## src/rtl/rfq_defs.vh

```
/*
  Constants for the receive-port frame qualifier: register offsets, field
  positions, reset values and timing counts.
  Assumes it is included by bare name from the rtl files that need it.
*/
// Notes on behaviour
// - Packing field 00 keeps ten-bit pixels, 10 uses upper eight, 11 lower eight bits.
// - Truncate-on-parity set (reset value) cuts a frame on parity error; clear forwards it.
// - Truncate-on-line-size set cuts a frame when line size changes.
// - Truncate-on-frame-size set cuts on line count change; forwarding resumes after threshold.
// - Line polarity 1 means line flag low during a line, 0 means high.
// - Frame polarity 1 means frame flag low during a frame, 0 means high.
// - Qualify-discard enable set drops packets while qualification is false.
// - Height check enabled: line count change drops qualification until threshold met.
// - Line size check enabled: line size change drops qualification until threshold met.
// - Parity mode 1: parity error clears qualification until threshold met again.
// - Watchdog enabled with a nonzero threshold: no frame end within two frame periods drops qualification.
// - Registers exist per port; host picks the copy via the port select register.
`ifndef RFQ_DEFS_VH
`define RFQ_DEFS_VH

`define RFQ_PORT_SELECT_ADDR 8'h4c
`define RFQ_FORMAT_CFG_ADDR 8'h7c
`define RFQ_QUALIFY_CTL_ADDR 8'h7d

`define RFQ_FORMAT_CFG_RST 8'h20
`define RFQ_QUALIFY_CTL_RST 8'h00

`define RFQ_PACK_HI 7
`define RFQ_PACK_LO 6
`define RFQ_TRUNC_PARITY 5
`define RFQ_TRUNC_LSIZE 4
`define RFQ_TRUNC_FSIZE 3
`define RFQ_LINE_POL 1
`define RFQ_FRAME_POL 0

`define RFQ_DISCARD_EN 7
`define RFQ_HEIGHT_CHECK 5
`define RFQ_WIDTH_CHECK 4
`define RFQ_PARITY_MODE 3
`define RFQ_WDOG_DIS 2
`define RFQ_THRESH_HI 1
`define RFQ_THRESH_LO 0

`define RFQ_PACK_NORMAL 2'b00
`define RFQ_PACK_UPPER 2'b10
`define RFQ_PACK_LOWER 2'b11

`define RFQ_WDOG_PERIODS 2

`endif

```

## src/rtl/rfq_skid_buffer.v

```verilog
/*
  Two-entry buffer with valid and ready on both sides.
  Assumes one clock and an asynchronous active-high reset.
*/
`timescale 1ns/1ps
module rfq_skid_buffer #(
  parameter WIDTH = 12
) (
  input wire mclk,
  input wire rst,
  input wire in_valid,
  output wire in_ready,
  input wire [WIDTH-1:0] in_data,
  output wire out_valid,
  input wire out_ready,
  output wire [WIDTH-1:0] out_data
);

  reg [WIDTH-1:0] mem_r [0:1];
  reg wr_ptr_r;
  reg rd_ptr_r;
  reg [1:0] count_r;
  wire push;
  wire pop;

  // Honest flags from the occupancy count
  assign in_ready = (count_r != 2'd2);
  assign out_valid = (count_r != 2'd0);
  assign out_data = mem_r[rd_ptr_r];
  assign push = in_valid && in_ready;
  assign pop = out_valid && out_ready;

  // Storage written without reset
  always @(posedge mclk)
  begin
    if (push)
      mem_r[wr_ptr_r] <= in_data;
  end

  // Pointers and count
  always @(posedge mclk or posedge rst)
  begin
    if (rst)
    begin
      wr_ptr_r <= 1'b0;
      rd_ptr_r <= 1'b0;
      count_r <= 2'd0;
    end
    else
    begin
      if (push)
        wr_ptr_r <= ~wr_ptr_r;
      if (pop)
        rd_ptr_r <= ~rd_ptr_r;
      if (push && !pop)
        count_r <= count_r + 2'd1;
      else if (pop && !push)
        count_r <= count_r - 2'd1;
    end
  end

endmodule

```

## src/rtl/rfq_frame_qualifier.v

```verilog
/*
  Receive-port frame qualifier: per-port configuration registers reached
  through a port select register, raw flag polarity, ten-bit packing,
  forward qualification and packet discard, with a two-entry output buffer.
  Assumes pixel inputs are synchronous to mclk and that parity, lock and
  frame flags of each port come from that port's own link receiver.
*/
`timescale 1ns/1ps
`include "rfq_defs.vh"
module rfq_frame_qualifier #(
  parameter PORTS = 2,
  parameter PORT_BITS = 1,
  parameter WDOG_BITS = 24
) (
  input wire mclk,
  input wire rst,
  input wire reg_wr,
  input wire reg_rd,
  input wire [7:0] reg_addr,
  input wire [7:0] reg_wdata,
  output reg [7:0] reg_rdata,
  input wire [PORTS-1:0] rx_lock,
  input wire [PORTS-1:0] parity_err,
  input wire [PORTS-1:0] line_active_flag,
  input wire [PORTS-1:0] frame_active_flag,
  input wire [PORTS*10-1:0] pix_data,
  input wire [PORTS-1:0] pix_valid,
  output wire [PORTS-1:0] pix_ready,
  output wire [PORTS-1:0] fwd_qualified,
  output wire [PORTS*12-1:0] out_data,
  output wire [PORTS-1:0] out_valid,
  input wire [PORTS-1:0] out_ready
);

  reg [7:0] port_select_r;
  reg [7:0] rdata_nxt;
  integer i;

  // Port select decode used by writes and reads
  function sel_hit;
    input [7:0] psel;
    input integer idx;
    begin
      sel_hit = psel[idx];
    end
  endfunction

  // Port select register; bit n reaches port n's copy
  always @(posedge mclk or posedge rst)
  begin
    if (rst)
      port_select_r <= 8'h00;
    else if (reg_wr && reg_addr == `RFQ_PORT_SELECT_ADDR)
      port_select_r <= reg_wdata;
  end

  wire [PORTS*8-1:0] fmt_cfg_all;
  wire [PORTS*8-1:0] qual_ctl_all;

  // Read mux: lowest selected port answers
  // With no select bit set no copy is reached and per-port reads give zero
  always @*
  begin
    rdata_nxt = 8'h00;
    if (reg_addr == `RFQ_PORT_SELECT_ADDR)
      rdata_nxt = port_select_r;
    for (i = PORTS - 1; i >= 0; i = i - 1)
    begin
      if (sel_hit(port_select_r, i))
      begin
        if (reg_addr == `RFQ_FORMAT_CFG_ADDR)
          rdata_nxt = fmt_cfg_all[i*8 +: 8];
        else if (reg_addr == `RFQ_QUALIFY_CTL_ADDR)
          rdata_nxt = qual_ctl_all[i*8 +: 8];
      end
    end
  end

  // Read data registered on a read strobe
  always @(posedge mclk or posedge rst)
  begin
    if (rst)
      reg_rdata <= 8'h00;
    else if (reg_rd)
      reg_rdata <= rdata_nxt;
  end

  genvar g;
  generate
    for (g = 0; g < PORTS; g = g + 1)
    begin : port_g
      reg [7:0] fmt_cfg_r;
      reg [7:0] qual_ctl_r;
      reg line_d_r;
      reg frame_d_r;
      reg [15:0] line_len_r;
      reg [15:0] last_len_r;
      reg [15:0] line_cnt_r;
      reg [15:0] last_cnt_r;
      reg len_known_r;
      reg cnt_known_r;
      reg frame_bad_r;
      reg [1:0] good_cnt_r;
      reg qual_r;
      reg trunc_r;
      reg [WDOG_BITS-1:0] period_r;
      reg [WDOG_BITS-1:0] since_end_r;
      reg period_known_r;
      wire wr_here;
      wire line_on;
      wire frame_on;
      wire line_end;
      wire frame_start;
      wire frame_end;
      wire size_change;
      wire height_change;
      wire perr;
      wire qual_drop;
      wire wdog_fire;
      wire [1:0] thresh;
      wire [9:0] pix;
      wire [11:0] packed_w;
      wire drop_pix;

      assign fmt_cfg_all[g*8 +: 8] = fmt_cfg_r;
      assign qual_ctl_all[g*8 +: 8] = qual_ctl_r;
      assign wr_here = reg_wr && sel_hit(port_select_r, g);
      assign thresh = qual_ctl_r[`RFQ_THRESH_HI:`RFQ_THRESH_LO];

      // Configuration registers of this port
      always @(posedge mclk or posedge rst)
      begin
        if (rst)
        begin
          fmt_cfg_r <= `RFQ_FORMAT_CFG_RST;
          qual_ctl_r <= `RFQ_QUALIFY_CTL_RST;
        end
        else
        begin
          if (wr_here && reg_addr == `RFQ_FORMAT_CFG_ADDR)
            fmt_cfg_r <= reg_wdata;
          if (wr_here && reg_addr == `RFQ_QUALIFY_CTL_ADDR)
            qual_ctl_r <= reg_wdata;
        end
      end

      // Flag polarity: inverted flags are active low
      assign line_on = line_active_flag[g] ^ fmt_cfg_r[`RFQ_LINE_POL];
      assign frame_on = frame_active_flag[g] ^ fmt_cfg_r[`RFQ_FRAME_POL];
      assign line_end = line_d_r && !line_on;
      assign frame_start = frame_on && !frame_d_r;
      assign frame_end = frame_d_r && !frame_on;
      assign perr = parity_err[g];
      assign size_change = line_end && len_known_r && (line_len_r != last_len_r);
      assign height_change = frame_end && cnt_known_r && (line_cnt_r != last_cnt_r);
      // Watchdog: time since the last frame end against twice the last period;
      // a missing end restarts the count, so the drop repeats while frames stay away
      assign wdog_fire = !qual_ctl_r[`RFQ_WDOG_DIS] && (thresh != 2'd0) && period_known_r &&
        (since_end_r >= period_r * `RFQ_WDOG_PERIODS);
      // Events that clear the qualification until the threshold is met
      assign qual_drop = (qual_ctl_r[`RFQ_HEIGHT_CHECK] && height_change) ||
        (qual_ctl_r[`RFQ_WIDTH_CHECK] && size_change) ||
        (qual_ctl_r[`RFQ_PARITY_MODE] && perr) ||
        wdog_fire || !rx_lock[g];

      // Line size, line count and frame period measurement
      // Dropped words still count toward line size, so a discard alone
      // never looks like a change in line size
      always @(posedge mclk or posedge rst)
      begin
        if (rst)
        begin
          line_d_r <= 1'b0;
          frame_d_r <= 1'b0;
          line_len_r <= 16'h0000;
          last_len_r <= 16'h0000;
          line_cnt_r <= 16'h0000;
          last_cnt_r <= 16'h0000;
          len_known_r <= 1'b0;
          cnt_known_r <= 1'b0;
          period_r <= {WDOG_BITS{1'b0}};
          since_end_r <= {WDOG_BITS{1'b0}};
          period_known_r <= 1'b0;
        end
        else
        begin
          line_d_r <= line_on;
          frame_d_r <= frame_on;
          if (line_on && pix_valid[g] && pix_ready[g])
            line_len_r <= line_len_r + 16'h0001;
          else if (line_end)
            line_len_r <= 16'h0000;
          if (line_end)
          begin
            last_len_r <= line_len_r;
            len_known_r <= 1'b1;
            line_cnt_r <= line_cnt_r + 16'h0001;
          end
          if (frame_end)
          begin
            last_cnt_r <= line_cnt_r;
            cnt_known_r <= 1'b1;
            line_cnt_r <= 16'h0000;
            period_r <= since_end_r;
            period_known_r <= 1'b1;
            since_end_r <= {WDOG_BITS{1'b0}};
          end
          else if (wdog_fire)
            since_end_r <= {WDOG_BITS{1'b0}};
          else if (since_end_r != {WDOG_BITS{1'b1}})
            since_end_r <= since_end_r + {{(WDOG_BITS-1){1'b0}}, 1'b1};
        end
      end

      // Qualification: count consecutive valid frames toward the threshold
      // Drop events win over counting, so a fault in the closing cycle
      // of a frame keeps that frame from counting as valid
      always @(posedge mclk or posedge rst)
      begin
        if (rst)
        begin
          frame_bad_r <= 1'b0;
          good_cnt_r <= 2'd0;
          qual_r <= 1'b0;
        end
        else if (qual_drop)
        begin
          qual_r <= 1'b0;
          good_cnt_r <= 2'd0;
          frame_bad_r <= 1'b1;
        end
        else if (thresh == 2'd0)
        begin
          qual_r <= 1'b1;
          good_cnt_r <= 2'd0;
          frame_bad_r <= 1'b0;
        end
        else if (frame_start)
          frame_bad_r <= perr;
        else if (frame_end)
        begin
          frame_bad_r <= 1'b0;
          if (!frame_bad_r && !perr && !qual_r)
          begin
            if (good_cnt_r + 2'd1 >= thresh)
              qual_r <= 1'b1;
            good_cnt_r <= good_cnt_r + 2'd1;
          end
          else if (frame_bad_r)
            good_cnt_r <= 2'd0;
        end
        else if (perr)
          frame_bad_r <= 1'b1;
      end

      // Per-cycle qualification: parity mode 0 masks only the error cycle
      assign fwd_qualified[g] = qual_r && !(perr && !qual_ctl_r[`RFQ_PARITY_MODE]);

      // Truncation latch: rest of the frame is dropped after a fault
      // A fault on the frame-start cycle belongs to the new frame, so set wins
      always @(posedge mclk or posedge rst)
      begin
        if (rst)
          trunc_r <= 1'b0;
        else if ((fmt_cfg_r[`RFQ_TRUNC_PARITY] && perr) ||
          (fmt_cfg_r[`RFQ_TRUNC_LSIZE] && size_change) ||
          (fmt_cfg_r[`RFQ_TRUNC_FSIZE] && height_change))
          trunc_r <= 1'b1;
        else if (frame_start)
          trunc_r <= 1'b0;
      end

      // Ten-bit packing selection
      // Eight-bit modes zero-fill the upper pixel bits; the matching data
      // type code is set by software outside this block
      assign pix = pix_data[g*10 +: 10];
      assign packed_w = (fmt_cfg_r[`RFQ_PACK_HI:`RFQ_PACK_LO] == `RFQ_PACK_UPPER) ?
        {line_on, frame_on, 2'b00, pix[9:2]} :
        (fmt_cfg_r[`RFQ_PACK_HI:`RFQ_PACK_LO] == `RFQ_PACK_LOWER) ?
        {line_on, frame_on, 2'b00, pix[7:0]} :
        {line_on, frame_on, pix};
      // Frame-size truncation stays until qualification returns
      assign drop_pix = trunc_r || (fmt_cfg_r[`RFQ_TRUNC_PARITY] && perr) ||
        (qual_ctl_r[`RFQ_DISCARD_EN] && !fwd_qualified[g]) ||
        (fmt_cfg_r[`RFQ_TRUNC_FSIZE] && cnt_known_r && !qual_r && thresh != 2'd0);

      // Two-entry buffer keeps accepted words through a receiver stall
      rfq_skid_buffer #(
        .WIDTH(12)
      ) u_buf (
        .mclk(mclk),
        .rst(rst),
        .in_valid(pix_valid[g] && !drop_pix),
        .in_ready(pix_ready[g]),
        .in_data(packed_w),
        .out_valid(out_valid[g]),
        .out_ready(out_ready[g]),
        .out_data(out_data[g*12 +: 12])
      );
    end
  endgenerate

endmodule

```

## config.mk

```make
export PLATFORM = sky130hd
export DESIGN_NAME = rfq_frame_qualifier
export DESIGN_NICKNAME = d
export VERILOG_FILES = /design/src/rtl/rfq_skid_buffer.v /design/src/rtl/rfq_frame_qualifier.v
export VERILOG_INCLUDE_DIRS = /design/src /design/src/rtl
export SDC_FILE = /design/constraint.sdc
export NUM_CORES = 1
export LEC_CHECK = 0
export BUFFER_PORTS_ARGS = -buffer_cell sky130_fd_sc_hd__buf_2
export CAP_MARGIN = 20
export CORE_MARGIN = 2
export CORE_UTILIZATION = 26
export CTS_CLUSTER_SIZE = 30
export DETAILED_ROUTE_END_ITERATION = 12
export SETUP_SLACK_MARGIN = 0.3
export SYNTH_ARGS = -nofsm -noshare
export SYNTH_HDL_FRONTEND = slang
export SYNTH_HIERARCHICAL = 1
export SYNTH_SLANG_ARGS = --single-unit
```

## constraint.sdc

```tcl
create_clock -name mclk -period 24.8 [get_ports mclk]
set_clock_uncertainty 0.15 [all_clocks]
set_input_delay 1.24 -clock mclk [delete_from_list [all_inputs] [get_ports mclk]]
set_output_delay 1.24 -clock mclk [all_outputs]
set_load 0.02 [all_outputs]
```

== After elaboration in Yosys (flattened, before gate mapping) ==
Memories as Yosys holds them, arrays and structs flattened.
Cells that the tools add are included.

* $add $sub $neg: 12
* $lt $le $gt $ge: 4
* Equal/unequal tests: 17
* Mux-type cells: 71
* Bitwise operators: 8
* Reductions and logical operators: 145

{| class="wikitable"
|+ Operator list
! kind !! count
|-
| 24-bit 2-to-1 mux || 6
|-
| 16-bit 2-to-1 mux || 8
|-
| 1-bit logical AND || 69
|-
| 16-bit by 1-bit adder with 16-bit output, second input constant || 4
|-
| 16-bit != test || 4
|-
| 8-bit 2-to-1 mux || 7
|-
| 24-bit by 25-bit greater-or-equal comparator with 1-bit output || 2
|-
| 24-bit by 1-bit adder with 24-bit output, second input constant || 2
|-
| 24-bit != test, second input constant || 2
|-
| 10-bit 2-to-1 mux || 4
|-
| 2-bit 2-to-1 mux || 16
|-
| 1-bit 2-to-1 mux || 30
|-
| 1-bit logical NOT || 28
|-
| 8-bit by 7-bit equality test with 1-bit output, second input constant || 3
|-
| 2-bit nonzero test || 12
|-
| 3-bit nonzero test || 8
|-
| 1-bit logical OR || 18
|-
| 5-bit nonzero test || 2
|-
| 2-bit by 1-bit adder with 2-bit output, second input constant || 4
|-
| 2-bit equality test, second input constant || 4
|-
| 4-bit AND reduction || 2
|-
| 4-bit nonzero test || 2
|-
| 3-bit by 1-bit != test with 1-bit output, second input constant || 2
|-
| 3-bit AND reduction || 2
|-
| 6 further kinds || 16
|}

* Register bits after elaboration: 298
* RAM bits: 48
* Input port bits: 52
* Output and inout bits: 38
* Memories kept: 2

{| class="wikitable"
|+ Memories
! memory !! depth !! width !! rd ports !! clocked after Yosys merged registers in !! write ports !! line !! source
|-
| port_g[0].u_buf.mem_r || 2 || 12 || 1 || 0 || 1 || rfq_skid_buffer.v:19 || <nowiki>reg [WIDTH-1:0] mem_r [0:1];</nowiki>
|-
| port_g[1].u_buf.mem_r || 2 || 12 || 1 || 0 || 1 || rfq_skid_buffer.v:19 ||
|}

== Depth between registers and ports, before layout ==
* Depth after elaboration: 15
* Mapped depth: 11
* Mapped depth without buffers: 11

== By module ==
Netlist, hierarchy kept.

{| class="wikitable"
|+ By module, submodules not included
! module !! times used !! cells each !! area an instance (um2) !! sequential area each (um2)
|-
| rfq_frame_qualifier || 1 || 1609 || 14996.9 || 7259.5
|-
| rfq_skid_buffer || 2 || 56 || 1082.3 || 820.8
|}

== Least setup slack after synthesis ==
OpenSTA, ideal clock, no wires.

* Path kind: input-to-output
* From: in parity_err[0]
* To: out fwd_qualified[0]
* Data arrival time: 1.583 ns
* Data required time: 23.410 ns
* Setup slack: 21.827 ns
* Stages on the path: 3
* Path buffers: 0
* Cells stage by stage: inv_1 -> o21ai_0 -> inv_1

* Cells in the longest elaborated chain, start to end: 3

{| class="wikitable"
|+ RTL lines
! what !! line !! source
|-
| start, declared || rfq_frame_qualifier.v:23 || <nowiki>input wire [PORTS-1:0] parity_err,</nowiki>
|-
| 1-bit logical AND || rfq_frame_qualifier.v:257 || <nowiki>assign fwd_qualified[g] = qual_r && !(perr && !qual_ctl_r[`RFQ_PARITY_MODE]);</nowiki>
|-
| 1-bit logical NOT || rfq_frame_qualifier.v:257 ||
|-
| 1-bit logical AND || rfq_frame_qualifier.v:257 ||
|-
| end, declared || rfq_frame_qualifier.v:29 || <nowiki>output wire [PORTS-1:0] fwd_qualified,</nowiki>
|}

No other way between the ends.

== Worst setup path in the final report ==
Ends and elaborated chain as after synthesis.

==> impl_metrics.csv <==
group,metric,value,unit
yosys,synth-main-ff-cell,"dfrtp_1",
detailed_routing,drtPass1Iterations,5,
timing,rsz0062_at_grt,"no",
setup_path,critPathRequiredTime,23.41,ns
cells_and_area,layout-drive-gt1-share,14.5,%
clock_network,cts_buffers,38,
placement,place_ws,20.40,ns
yosys,ys_async_sr_fraction,86.1,%
floorplanning,die_w,261,um
pwr,power.static_leakage,8.82,nW
global_routing,grt_use_total,11.5,%
pwr,p_comb_share,13.8,%
clock_network,cts_resized,0,
timing,fmax,0.300,GHz
detailed_routing,vias,12400,
global_routing,grt_pass1_vias,12100,
status,status,"completed",
floorplanning,pin_count,90,
yosys,synth_cell_types,67,
global_routing,grt_start_max_net_pins,132,
timing,setup_viol,0,
placement,port-buffer-count,89,
pwr,power_frac_clock,40.1,%
timing,period_needed,3.33,ns
placement,dpl.hpwl,27.5,mm
setup_path,critPathCaptureType,"primary output",
yosys,synth_area,0.0172,mm2
detailed_routing,finalWirelength,39.1,mm
timing,worst_slew_margin_rel,30.8,%
setup_path,critical_path_class,"in2out",
timing,tightest_slew,1.03,ns
floorplanning,design.core.area,0.0655,mm2
global_routing,antenna_found_initial,12,
clock_network,htreeDepth,2,
global_routing,grt_overflow_total,0,
cells_and_area,fillCellCount,6734,
run,drv_cap,0,
detailed_routing,drtIter0Drc,932,
timing,finalWorstSetupSlack,21.47,ns
timing,drv_slew,0,
yosys,synth_nets,1831,
setup_path,start_kind,"input pin",
pwr,netSwitchingFraction,27.1,%
clock_network,post_cts_buffers,0,
detailed_routing,wl_per_cell,14.6,um
cells_and_area,layout.nets,1898,
pwr,seqPwrFrac,46.2,%
yosys,synthCells,1721,
detailed_routing,viasPerCell,4.61,
timing,post-route-period-util,13.4,%
placement,routabilityCongestion,0.804,
min_path,hold_class,"reg2reg",
pwr,p_switching,379,uW
timing,hold_viol,0,
floorplanning,die_y,261,um
pwr,p_int,1.02,mW
floorplanning,die_area,0.0681,mm2
clock_network,cts_root_buf,"clkbuf_16",
detailed_routing,drc,0,
yosys,synth_edf_count,48,
setup_path,critical_path_peak_fanout,6,
cells_and_area,area_delta_synth_final,14.9,%
clock_network,clkTransAtPathRegs,0.06,ns
clock_network,cts_tree,"done",
yosys,yosysSeqAreaShare,51.9,%
clock_network,clkLatencyLatePin,0.54,ns
timing,tns,0,ns
floorplanning,start_util,26.2,%
pwr,ir_worst_vdd,38.0,uV
clock_network,clockBufferDepth,3,
floorplanning,rows,94,
pwr,power_density,71.0,mW/mm2
clock_network,cts_hold_buf,0,
clock_network,clock_sinks,346,
yosys,synth_seq_cells,346,
yosys,yosysWarningCount,6,
detailed_routing,ant_nets,0,
setup_path,worstPathArrival,1.94,ns
global_routing,grt_pass1_wl,63.6,mm
yosys,syn_avg_cell_area,9.97,um2
timing,hold_ws,0.344,ns
[routing by layer]
metal,vias to the layer above,routed length [um],global-route usage (%),share of wire [%]
li1,6033,-,-,-
met1,6014,18200,15.4,47
met2,248,17400,18.1,45
met3,74,2460,2.99,6.3
met4,16,909,3.38,2.3
met5,-,95,0,0.24
[cells by family (layout without fill, tap and decap cells)]
family	Yosys count	after routing	share of synthesized area, %
AO/OA/AOI/OAI	207	207	6.82
XOR/XNOR	146	146	7.45
adder cells (fa/ha/maj)	58	58	4.23
buffers and inverters	142	239	3.37
flip-flops	346	346	51.9
multiplexers	101	101	6.54
other	0	2	0
AND/OR/NAND/NOR	721	721	19.7
[layout make-up]
cell class	instances	area (um2)	area share, %
Clock buffer	52	1010	5.14
Inverter	71	274	1.39
Clock inverter	18	213	1.08
Antenna cell	2	5.00	0.0254
Tap cell	864	1080	5.48
Timing Repair Buffer	98	553	2.80
Sequential cell	346	8900	45.1
Multi-Input combinational cell	1233	7680	39.0
[cells in the mapped netlist (4+ instances only)]
library cell / number / area [um2]
nand4b_1: 5 / 43.8
buf_2: 6 / 30.0
nor4b_1: 4 / 35.0
nand4_1: 54 / 338
a21o_1: 4 / 30.0
a21oi_1: 50 / 250
dfrtp_1: 296 / 7410
mux2i_1: 12 / 120
clkbuf_1: 56 / 210
mux2_2: 89 / 1000
a31oi_1: 9 / 56.3
nand2_1: 330 / 1240
nor2b_1: 6 / 37.5
and3_1: 23 / 144
xnor2_1: 72 / 631
nand3_1: 46 / 230
nor4_1: 15 / 93.8
o21ai_0: 110 / 551
a211oi_1: 7 / 52.6
buf_6: 5 / 56.3
edfxtp_1: 48 / 1440
inv_1: 71 / 267
nor2_1: 145 / 544
nand2b_1: 12 / 75.1
nor3_1: 17 / 85.1
o31ai_1: 5 / 37.5
or4_1: 5 / 37.5
buf_1: 4 / 15.0
or3_1: 10 / 62.6
nor3b_1: 4 / 30.0
and2_1: 11 / 68.8
and4_1: 10 / 87.6
xor2_1: 74 / 648
ha_1: 58 / 726
[final timing paths]
path	slack, ns	cells past startpoint	endpoint	start
setup / recovery	21.47	5	fwd_qualified[0]	parity_err[0]
hold / removal	0.34	2	port_g[0].period_r[0]$_DFFE_PP0P_	port_g[0].period_r[0]$_DFFE_PP0P_
setup reg to reg	21.58	7	port_g[1].since_end_r[10]$_DFFE_PP0P_	port_g[1].since_end_r[20]$_DFFE_PP0P_
hold reg to reg	0.34	2	port_g[0].period_r[0]$_DFFE_PP0P_	port_g[0].period_r[0]$_DFFE_PP0P_
max in group asynchronous	21.93	6	port_g[0].period_r[20]$_DFFE_PP0P_	rst
min in group asynchronous	0.50	2	port_g[1].u_buf/rd_ptr_r$_DFFE_PP0P_	rst
[critical path: stages]
cell and delay [ns]:
buf_2 0.14, inv_1 0.04, o21ai_0 0.23, inv_1 0.12
buf_2 0.17
[power by group through the flow]
| stage | registers (mW) | clock network, mW | logic (mW) |
|---|---|---|---|
| floorplan | 0.644 | 0 | 0.144 |
| global placement | 0.655 | 0 | 0.191 |
| detailed placement | 0.657 | 0 | 0.195 |
| CTS | 0.647 | 0.579 | 0.196 |
| global route | 0.650 | 0.603 | 0.213 |
| finish | 0.646 | 0.561 | 0.193 |
[flip-flops by register name, indices dropped and copies added (netlist names)]
signal and count:
port_g.period_r 48, port_g.since_end_r 48, port_g.u_buf/mem_r 48, port_g.last_cnt_r 32
port_g.last_len_r 32, port_g.line_cnt_r 32, port_g.line_len_r 32, port_g.fmt_cfg_r 16
port_g.qual_ctl_r 16, port_select_r 8, reg_rdata 8, port_g.good_cnt_r 4
port_g.u_buf/count_r 4, port_g.frame_bad_r 2, port_g.frame_d_r 2, port_g.len_known_r 2
port_g.line_d_r 2, port_g.period_known_r 2, port_g.qual_r 2, port_g.trunc_r 2
port_g.u_buf/rd_ptr_r 2, port_g.u_buf/wr_ptr_r 2
[layout by cell type, fill, tap and decap left out, types with 9 or more instances in the layout]
| cell | instances |
|---|---|
| and2_1 | 9 |
| or3_1 | 10 |
| o21ai_0 | 110 |
| clkbuf_1 | 13 |
| nor4_1 | 15 |
| nand2_1 | 330 |
| nand4_1 | 54 |
| nand2b_1 | 12 |
| xnor2_1 | 72 |
| dfrtp_1 | 296 |
| ha_1 | 58 |
| mux2i_1 | 12 |
| a21oi_1 | 50 |
| clkbuf_16 | 38 |
| xor2_1 | 74 |
| nor2_1 | 145 |
| mux2_2 | 89 |
| edfxtp_1 | 48 |
| inv_1 | 70 |
| and3_1 | 23 |
| a31oi_1 | 9 |
| buf_2 | 89 |
| nor3_1 | 17 |
| and4_1 | 10 |
| nand3_1 | 46 |
[stage by stage]
stage               cells  cell area [um2]  power [mW]  utilization [%]
floorplan            1721            17200       0.788                -
global placement     2609            18400       0.845             28.1
detailed placement   2610            18400       0.852             28.1
CTS                  2680            19700        1.42             30.0
global route         2682            19700        1.47             30.1
finish               2684            19700        1.40             30.1
Power figures use the tool's default switching activity.
